## config.mk

```make
export PLATFORM = sky130hd
export DESIGN_NAME = port_five
export DESIGN_NICKNAME = d
export VERILOG_FILES = /design/src/logic/port_five_pkg.sv /design/src/logic/port_five.sv /design/src/logic/pin_sync.sv
export SDC_FILE = /design/constraint.sdc
export NUM_CORES = 1
export LEC_CHECK = 0
export ABC_AREA = 1
export BUFFER_PORTS_ARGS = -buffer_cell sky130_fd_sc_hd__buf_2
export CAP_MARGIN = 0
export CELL_PAD_IN_SITES_DETAIL_PLACEMENT = 1
export CELL_PAD_IN_SITES_GLOBAL_PLACEMENT = 1
export CORE_UTILIZATION = 30
export DETAILED_ROUTE_END_ITERATION = 10
export MAX_ROUTING_LAYER = met4
export PLACE_DENSITY = 0.89
export SETUP_SLACK_MARGIN = 0.4
export SYNTH_ARGS = -nofsm -noshare
export SYNTH_HDL_FRONTEND = slang
export SYNTH_SLANG_ARGS = --single-unit
```

## constraint.sdc

```tcl
create_clock -name i_clock -period 3.3 [get_ports i_clock]
set_input_delay 0.825 -clock i_clock [delete_from_list [all_inputs] [get_ports i_clock]]
set_output_delay 0.825 -clock i_clock [all_outputs]
set_load 0.005 [all_outputs]
```

## src/logic/port_five_pkg.sv

```systemverilog
// Constants shared by the five-bit select-mux port and its pin synchroniser
package port_five_pkg;

  // ----------------------------------------------------------------------
  // Pin layout
  // ----------------------------------------------------------------------
  localparam int unsigned PIN_COUNT   = 5;
  localparam int unsigned IRQ_COUNT   = 4;
  localparam int unsigned PIN_GENERIC = 0;  // Plain output or refresh strobe
  localparam int unsigned PIN_CS3     = 1;  // Pin carrying chip select three
  localparam int unsigned PIN_CS2     = 2;  // Pin carrying chip select two
  localparam int unsigned PIN_CS1     = 3;  // Pin carrying chip select one
  localparam int unsigned PIN_CS0     = 4;  // Pin carrying chip select zero

  // ----------------------------------------------------------------------
  // Register map (register index, byte address is four times the index)
  // ----------------------------------------------------------------------
  localparam logic [15:0] DIR_INDEX  = 16'hffcd;
  localparam logic [15:0] DATA_INDEX = 16'hffcf;
  localparam logic [13:0] ADDR_PAD   = 14'h0000;
  localparam logic [1:0]  ADDR_LANE  = 2'h0;

  // ----------------------------------------------------------------------
  // Reset values and fixed read patterns
  // ----------------------------------------------------------------------
  localparam logic [7:0]  DIR_RESET   = 8'hf0;
  localparam logic [7:0]  DATA_RESET  = 8'he0;
  localparam logic [7:0]  DIR_READ    = 8'hff;
  localparam logic [2:0]  DATA_RSVD   = 3'h7;
  localparam logic [23:0] RDATA_PAD   = 24'h000000;
  localparam logic [31:0] RDATA_NONE  = 32'h00000000;

endpackage : port_five_pkg

```

## src/logic/port_five.sv

```systemverilog
// Five-bit general-purpose port with chip-select, refresh and interrupt sharing
//
// Function
// RL1 - Direction register is eight bits, write-only; reads return all ones.
// RL2 - Reset or hardware standby loads direction register with f0.
// RL3 - Software standby keeps both registers; output pins keep driving.
// RL4 - Output data register is eight-bit read/write, holding pins four to zero.
// RL5 - Reset or hardware standby loads output data register with e0.
// RL6 - Port read returns stored data bit where direction bit is one.
// RL7 - Port read returns sampled pin level where direction bit is zero.
// RL8 - Data bits seven to five ignore writes and always read one.
// RL9 - Direction bits four to one drive chip selects zero to three; bit zero plain output.
// RL10 - Cleared direction bit makes the pin an input with driver off.
// RL11 - Refresh enable puts the refresh strobe on pin zero, overriding direction.
// RL12 - Pins three to zero always feed interrupt requests three to zero.
//
// The implementer's own choice: register access over APB.
`timescale 1ns/1ps
`default_nettype none

module port_five (
  input  wire logic                                i_clock,
  input  wire logic                                i_reset,
  // APB slave
  input  wire logic                                psel,
  input  wire logic                                penable,
  input  wire logic                                pwrite,
  input  wire logic [31:0]                         paddr,
  input  wire logic [31:0]                         pwdata,
  output logic      [31:0]                         prdata,
  output logic                                     pready,
  output logic                                     pslverr,
  // Power modes
  input  wire logic                                i_hw_standby,
  input  wire logic                                i_sw_standby,
  // Shared functions from on-chip logic
  input  wire logic                                i_chip_select_zero_n,
  input  wire logic                                i_chip_select_one_n,
  input  wire logic                                i_chip_select_two_n,
  input  wire logic                                i_chip_select_three_n,
  input  wire logic                                i_refresh_strobe_n,
  input  wire logic                                i_refresh_output_enable,
  // Pins
  input  wire logic [port_five_pkg::PIN_COUNT-1:0] i_pin_in,
  output logic      [port_five_pkg::PIN_COUNT-1:0] o_pin_out,
  output logic      [port_five_pkg::PIN_COUNT-1:0] o_pin_oe,
  // Interrupt request levels taken from the pins
  output logic      [port_five_pkg::IRQ_COUNT-1:0] o_interrupt_request_n
);

  // ----------------------------------------------------------------------
  // State
  // ----------------------------------------------------------------------
  // All eight direction bits are stored although only five steer pins; the
  // reserved data bits are not stored at all and are forced on read.
  // Bus answers are registered so pready, prdata and pslverr leave flops.
  typedef struct packed {
    logic [7:0]                          dir;
    logic [port_five_pkg::PIN_COUNT-1:0] data;
    logic                                ready;
    logic [31:0]                         rdata;
    logic                                slverr;
    logic [port_five_pkg::PIN_COUNT-1:0] pin_out;
    logic [port_five_pkg::PIN_COUNT-1:0] pin_oe;
    logic [port_five_pkg::IRQ_COUNT-1:0] irq_n;
  } port_state_t;

  port_state_t                         st_reg;
  port_state_t                         st_next;
  logic [port_five_pkg::PIN_COUNT-1:0] pin_level;
  logic                                access;
  logic                                hit_dir;
  logic                                hit_data;

  // ----------------------------------------------------------------------
  // Helpers
  // ----------------------------------------------------------------------

  // Word-aligned address match against a register index
  function automatic logic addr_hit(input logic [31:0] addr, input logic [15:0] index);
    addr_hit = (addr == {port_five_pkg::ADDR_PAD, index, port_five_pkg::ADDR_LANE});
  endfunction

  // Port read value: stored bit for outputs, pin level for inputs
  function automatic logic [7:0] port_read(
    input logic [7:0]                          dir,
    input logic [port_five_pkg::PIN_COUNT-1:0] data,
    input logic [port_five_pkg::PIN_COUNT-1:0] level
  );
    logic [port_five_pkg::PIN_COUNT-1:0] low;
    low       = (dir[port_five_pkg::PIN_COUNT-1:0] & data)
              | (~dir[port_five_pkg::PIN_COUNT-1:0] & level);  // see RL6 see RL7
    port_read = {port_five_pkg::DATA_RSVD, low};               // see RL8
  endfunction

  // ----------------------------------------------------------------------
  // Pin synchroniser
  // ----------------------------------------------------------------------
  // Pin levels are asynchronous; only the synchronised copy is read, by
  // the port read path and by the interrupt request outputs alike.
  pin_sync u_pin_sync (
    .i_clock (i_clock),
    .i_reset (i_reset),
    .i_level (i_pin_in),
    .o_level (pin_level)
  );

  // Address decode
  // A transfer runs setup, one wait cycle in which the answer is prepared,
  // then an access cycle with pready high. A write lands on that last edge,
  // so a read issued straight after it already sees the new value. An
  // unmapped address answers with pslverr and leaves both registers alone.
  // Only the exact word address matches; upper address bits must be zero.
  assign access   = psel && penable;
  assign hit_dir  = addr_hit(paddr, port_five_pkg::DIR_INDEX);
  assign hit_data = addr_hit(paddr, port_five_pkg::DATA_INDEX);

  // ----------------------------------------------------------------------
  // Next state
  // ----------------------------------------------------------------------
  always_comb begin
    st_next        = st_reg;
    st_next.ready  = 1'b0;
    st_next.slverr = 1'b0;
    st_next.rdata  = port_five_pkg::RDATA_NONE;

    // First access cycle: prepare answer, raise pready next cycle
    if (access && !st_reg.ready) begin
      st_next.ready = 1'b1;
      if (hit_dir) begin
        if (!pwrite) begin
          st_next.rdata = {port_five_pkg::RDATA_PAD, port_five_pkg::DIR_READ};  // see RL1
        end
      end else if (hit_data) begin
        if (!pwrite) begin
          st_next.rdata = {port_five_pkg::RDATA_PAD,
                           port_read(st_reg.dir, st_reg.data, pin_level)};
        end
      end else begin
        st_next.slverr = 1'b1;
      end
    end

    // Completing edge: write takes effect, held off in software standby
    if (access && st_reg.ready && pwrite && !i_sw_standby) begin  // see RL3
      if (hit_dir) begin
        st_next.dir = pwdata[7:0];                                 // see RL1
      end
      if (hit_data) begin
        st_next.data = pwdata[port_five_pkg::PIN_COUNT-1:0];       // see RL4 see RL8
      end
    end

    // Hardware standby reinitialises both registers
    if (i_hw_standby) begin
      st_next.dir  = port_five_pkg::DIR_RESET;                                // see RL2
      st_next.data = port_five_pkg::DATA_RESET[port_five_pkg::PIN_COUNT-1:0]; // see RL5
    end

    // Chip-select pins: driver follows direction bit
    // The data bits behind pins four to one are kept and read back, but
    // never reach a pin: a set direction bit hands the pin to its select.
    st_next.pin_oe[port_five_pkg::PIN_CS0:port_five_pkg::PIN_CS3] =
      st_reg.dir[port_five_pkg::PIN_CS0:port_five_pkg::PIN_CS3];  // see RL9 see RL10
    st_next.pin_out[port_five_pkg::PIN_CS0] = i_chip_select_zero_n;   // see RL9
    st_next.pin_out[port_five_pkg::PIN_CS1] = i_chip_select_one_n;
    st_next.pin_out[port_five_pkg::PIN_CS2] = i_chip_select_two_n;
    st_next.pin_out[port_five_pkg::PIN_CS3] = i_chip_select_three_n;

    // Pin zero: refresh strobe overrides the plain port function
    if (i_refresh_output_enable) begin
      st_next.pin_oe[port_five_pkg::PIN_GENERIC]  = 1'b1;                // see RL11
      st_next.pin_out[port_five_pkg::PIN_GENERIC] = i_refresh_strobe_n;
    end else begin
      st_next.pin_oe[port_five_pkg::PIN_GENERIC]  =
        st_reg.dir[port_five_pkg::PIN_GENERIC];                          // see RL10
      st_next.pin_out[port_five_pkg::PIN_GENERIC] =
        st_reg.data[port_five_pkg::PIN_GENERIC];                         // see RL9
    end

    // Interrupt requests follow pin levels whatever the pin function
    st_next.irq_n = pin_level[port_five_pkg::IRQ_COUNT-1:0];             // see RL12
  end

  // ----------------------------------------------------------------------
  // State register
  // ----------------------------------------------------------------------
  always_ff @(posedge i_clock) begin
    if (i_reset) begin
      st_reg         <= '0;
      st_reg.dir     <= port_five_pkg::DIR_RESET;                                // see RL2
      st_reg.data    <= port_five_pkg::DATA_RESET[port_five_pkg::PIN_COUNT-1:0]; // see RL5
      st_reg.irq_n   <= '1;
    end else begin
      st_reg <= st_next;
    end
  end

  // Outputs straight from the state register
  assign prdata                = st_reg.rdata;
  assign pready                = st_reg.ready;
  assign pslverr               = st_reg.slverr;
  assign o_pin_out             = st_reg.pin_out;
  assign o_pin_oe              = st_reg.pin_oe;
  assign o_interrupt_request_n = st_reg.irq_n;
endmodule // port_five

`default_nettype wire

```

## src/logic/pin_sync.sv

```systemverilog
// Two-stage synchroniser for the port pin levels
`timescale 1ns/1ps
`default_nettype none

module pin_sync (
  input  wire logic                               i_clock,
  input  wire logic                               i_reset,
  input  wire logic [port_five_pkg::PIN_COUNT-1:0] i_level,
  output logic      [port_five_pkg::PIN_COUNT-1:0] o_level
);

  typedef struct packed {
    logic [port_five_pkg::PIN_COUNT-1:0] stage1;
    logic [port_five_pkg::PIN_COUNT-1:0] stage2;
  } sync_state_t;

  sync_state_t st_reg;
  sync_state_t st_next;

  // ----------------------------------------------------------------------
  // Next state: first stage feeds only the second
  // ----------------------------------------------------------------------
  always_comb begin
    st_next        = st_reg;
    st_next.stage1 = i_level;
    st_next.stage2 = st_reg.stage1;
  end

  // State register; resets to ones so active-low requests stay idle after reset
  always_ff @(posedge i_clock) begin
    if (i_reset) begin
      st_reg <= '1;
    end else begin
      st_reg <= st_next;
    end
  end

  assign o_level = st_reg.stage2;

endmodule // pin_sync

`default_nettype wire

```

# Word level (Yosys, flattened, before mapping)
# Cells that the tools add are included.
[totals]
output_inout_bits = 48
ff_bits = 68
[op_classes]
bitwise = 5
n_eq_ne = 2
n_reduce_logical = 12
n_mux = 9
[op_table]
columns = ["cell", "n"]
rows = [
  ["$eq A32 B18 Y1 const B", 2],
  ["$mux W34", 1],
  ["$mux W32", 1],
  ["$mux W8", 3],
  ["$and A5 B5 Y5", 2],
  ["$logic_and A1 B1 Y1", 5],
  ["$not A5 Y5", 1],
  ["$or A5 B5 Y5", 1],
  ["$mux W1", 4],
  ["$reduce_and A2 Y1", 2],
  ["$reduce_or A2 Y1", 2],
  ["$reduce_or A3 Y1", 1],
  ["$logic_not A1 Y1", 2],
  ["$not A1 Y1", 1],
]

# Depth between registers and ports, before layout
[depth]
word_depth = 7
ltp_mapped = 9
ltp_nobuf = 9

# Modules after synthesis
# A second synthesis with hierarchy kept.
[unflattened]
cells_unflattened = 297
hier_area_um2 = 2075.7
[by_module_without_submodules]
columns = ["mod", "cells_each", "instances", "seq_area_each_um2", "area_per_inst_um2"]
rows = [
  ["port_five", 266, 1, 640.6, 1796.7],
  ["pin_sync", 31, 1, 200.2, 279.0],
]

# Least setup slack after synthesis
# OpenSTA, ideal clock, no wires.
[synth_timing]
path_kind = "input port to flip-flop"
startpoint = "input paddr[18]"
endpoint = "register st_reg, in the netlist prdata[0]"
required_ps = 3238
n_path_buf = 0
setup_ps = 62
t_arrival_ps = 1617
stages = 9
setup_slack_ps = 1621
path_cell_list = "inv_1 nand2_1 nor2_1 nand2_1 nor2_8 nand2_1 nand2_2 nand2_4 nor2_2"
[synth_between]
elab_chain_len = 3
word_cells_on_any_way = 4
[synth_lines]
columns = ["element", "line_no", "rtl"]
rows = [
  ["from (decl)", "port_five.sv:28", "input wire logic [31:0] paddr,"],
  ["$eq A32 B18 Y1", "port_five.sv:81", "addr_hit = (addr == {port_five_pkg::ADDR_PAD, index, port_five_pkg::ADDR_LANE});"],
  ["$mux W8", "port_five.sv:134", "end else if (hit_data) begin"],
  ["$mux W32 (*)", "port_five.sv:130", "if (hit_dir) begin"],
  ["to (signal assigned)", "port_five.sv:195", "st_reg <= st_next;"],
  ["to (decl)", "port_five.sv:68", "port_state_t st_reg;"],
]
# Mark *: on every way between the ends. The rest lies on a longest branch, timed or not.
# A chain may end at the register's enable or synchronous reset.

# Worst setup path in the final report
[layout_timing]
startpoint = "input paddr[6]"
endpoint = "register st_reg, in the netlist st_next[7]"
[layout_between]
elab_chain_len = 2
[layout_lines]
columns = ["element", "line_no"]
rows = [
  ["$eq A32 B18 Y1", "port_five.sv:81"],
  ["$reduce_and A2 Y1 (no line)", "-"],
]
# No other way between the ends.

==> impl_metrics.tcl <==
set metrics [dict create \
    placed_area_um2 2250 \
    h-tree-depth 2 \
    setup_viol 0 \
    pwr-share-comb_pct 7.6 \
    period_needed_ns 1.68 \
    grt_usage_pct 13.0 \
    p_sw_share_pct 20.2 \
    grt-ovfl-total 0 \
    worstPathRequired_ns 3.53 \
    area_growth_pct 17.9 \
    final_nets 415 \
    yosys_warnings 0 \
    crit_path_start_kind "input port" \
    post_cts_buffers 0 \
    timing.final.ws_setup_ns 1.62 \
    worstMarginPinSlew_ns 0.681 \
    cp_top_family "simple AND/OR/NAND/NOR gates" \
    critPathArrivalTime_ns 1.91 \
    drive_above_1_share_pct 33.5 \
    dp_slack_ns 1.29 \
    antenna-diode-count 0 \
    skew_ns 0.00590 \
    ys_seq_area_share_pct 41.5 \
    slowest_stage "nor2_2" \
    drv_cap 0 \
    dp.cells 403 \
    crit_chain "buf_2 -> inv_1 -> nand2_1 -> nor2_1 -> nand2_1 -> nor2_2 -> nand3_4 -> nand2_1 -> nand2_1 -> nor2_1" \
    cts_tree "yes" \
    gp_congestion 0.713 \
    row_count 29 \
    synth_top_family_by_area "simple AND/OR/NAND/NOR gates" \
    start_util_pct 31.5 \
    io-pin-count 130 \
    ant_nets 0 \
    timing.final.max_slew_violations 0 \
    synthMuxAreaShare_pct 0.494 \
    syn_area_per_cell_um2 7.42 \
    status "finished, violations left" \
    finalHoldViolations 0 \
    drc 6 \
    power_mw 1.10 \
    synth_compound_area_share_pct 1.73 \
    synth.distinct_cells 21 \
    final_cell_area_um2 2390 \
    endpoint_kind "register" \
    numCtsBuffers 5 \
    power_switching_mw 0.223 \
    ctsResizeCount 0 \
    ctsHoldBuffers 0 \
    clock_power_share_pct 45.1 \
    die-area_um2 7080 \
    slew_headroom_pct 54.4 \
    hold_class "register to register" \
    worst_path_most_repeated_cell "nand2_1" \
    syn_area_um2 2030 \
    rsz0062_at_grt "false" \
    violations "DRC" \
    dp_hpwl_um 3390 \
    io_buffers 78 \
    synth_seq_cells 42 \
    postRouteWirelength_um 4160 \
    fin_crit_sh_pct 50.9 \
    critPathMaxFanout 9 \
    yosys.area_share.xor_xnor_pct 0 \
    routed-via-count 1608 \
    tns_ns 0 \
    cp_num_buf_inv 2 \
    fp.dieW_um 84.2 \
    p_seq_share_pct 47.3 \
    crit_type "input port to register" \
    firstDrtPassIters 7 \
    die_y_um 84.2 \
    core_um2 6420 \
    fmax_mhz 595 \
    clkSinkCount 42 \
    internal-power_mw 0.881 \
    clockBufferDepth 2 \
    clk_latency_ns 0.30 \
    p_leak_nw 1.41 \
    slowest_delay_ns 0.22 \
    ir_drop_v 0.000172 \
    grt_max_degree 23 \
    grt_pass1_wl_um 7030 \
    clkTransAtPathRegs_ns 0.08 \
    synthAdderAreaFrac_pct 0 \
    synth-simple-area-share_pct 29.2 \
    final_cells 411 \
    cts_root_buf "clkbuf_8" \
    drt-initial-drc-count 63 \
    grt_pass1_vias 1657 \
    power.density_nw_per_um2 462 \
    n_fill_cell 832 \
    viasPerCell 3.91 \
    drt-wirelength-per-cell_um 10.1 \
    antenna_found_initial 0 \
    synth_cells 273 \
]
## kinds of logic after synthesis
| logic type | count (synthesis) |
|---|---|
| buffers and inverters | 99 |
| muxes | 1 |
| DFF | 42 |
| and+or+nand+nor | 123 |
| other | 1 |
| AOI/OAI and AO/OA | 7 |
## power groups by stage
stage	sequential, mW	combinational, mW	clock [mW]
2_1_floorplan	0.533	0.0661	0
3_5_place_dp	0.534	0.0843	0
6_report	0.522	0.0836	0.498
3_3_place_gp	0.533	0.0810	0
4_1_cts	0.522	0.0852	0.514
5_1_grt	0.523	0.0965	0.535
## layout by cell type (no fill, tap or decap)
cell type,count
conb_1,24
clkbuf_8,6
nor3_1,1
bufinv_16,2
nor2_1,39
nor2_8,1
nand3_2,1
a21oi_1,6
nand2_1,53
inv_1,51
nand3_4,2
mux2i_1,1
or2_2,10
nand4_1,3
nand2_2,2
dfxtp_1,42
nor2_2,8
o21ai_0,1
nor3_4,1
buf_2,78
nand3_1,1
nand2_4,1
## final timing paths
kind                         start               endpoint  slack, ns  depth (start not counted)
min reg2reg  u_pin_sync.st_next[4]  u_pin_sync.o_level[4]       0.42                          1
min          u_pin_sync.st_next[4]  u_pin_sync.o_level[4]       0.42                          1
max                       paddr[6]             st_next[7]       1.62                         10
max reg2reg                 pready             st_next[7]       2.02                          6
## synthesized netlist by cell type
cell type  instances  area [um^2]
nand2_1           53          199
inv_1             51          191
buf_4             46          345
dfxtp_1           42          841
nor2_1            39          146
or2_2             10         62.6
nor2_2             8         50.1
a21oi_1            6         30.0
nand4_1            3         18.8
clkbuf_1           2         7.51
nand2_2            2         12.5
nand3_4            2         35.0
conb_1             1         3.75
mux2i_1            1         10.0
nand2_4            1         11.3
nand3_1            1         5.00
nand3_2            1         10.0
nor2_8             1         20.0
nor3_1             1         5.00
nor3_4             1         16.3
o21ai_0            1         5.00
## area by class of cell
type	instances	area, um^2	area share, %
clock inverters	2	60.1	2.51
multi-input cells	155	727	30.4
inverters	51	191	8.01
repair buffers	78	390	16.3
well taps	77	96.3	4.03
clock buffers	6	82.6	3.46
flip-flops and latches	42	841	35.2
## stage by stage
step / hold slack, ns / util [%]
floorplan: 0.389 / -
global placement: 0.394 / 35.0
detailed placement: 0.397 / 35.0
CTS: 0.420 / 37.2
global route: 0.439 / 37.2
finish: 0.416 / 37.2
## per-layer routing
layer  GRT usage, %  wire length, um  up-vias  share of wire (%)
li1               -                -      838                  -
met5              -                0        -                  0
met1           13.4             1630      710                 39
met4           7.05              130        0                3.1
met3           2.56              190       13                4.6
met2           23.3             2210       47                 53
Power figures use the tool's default switching activity.
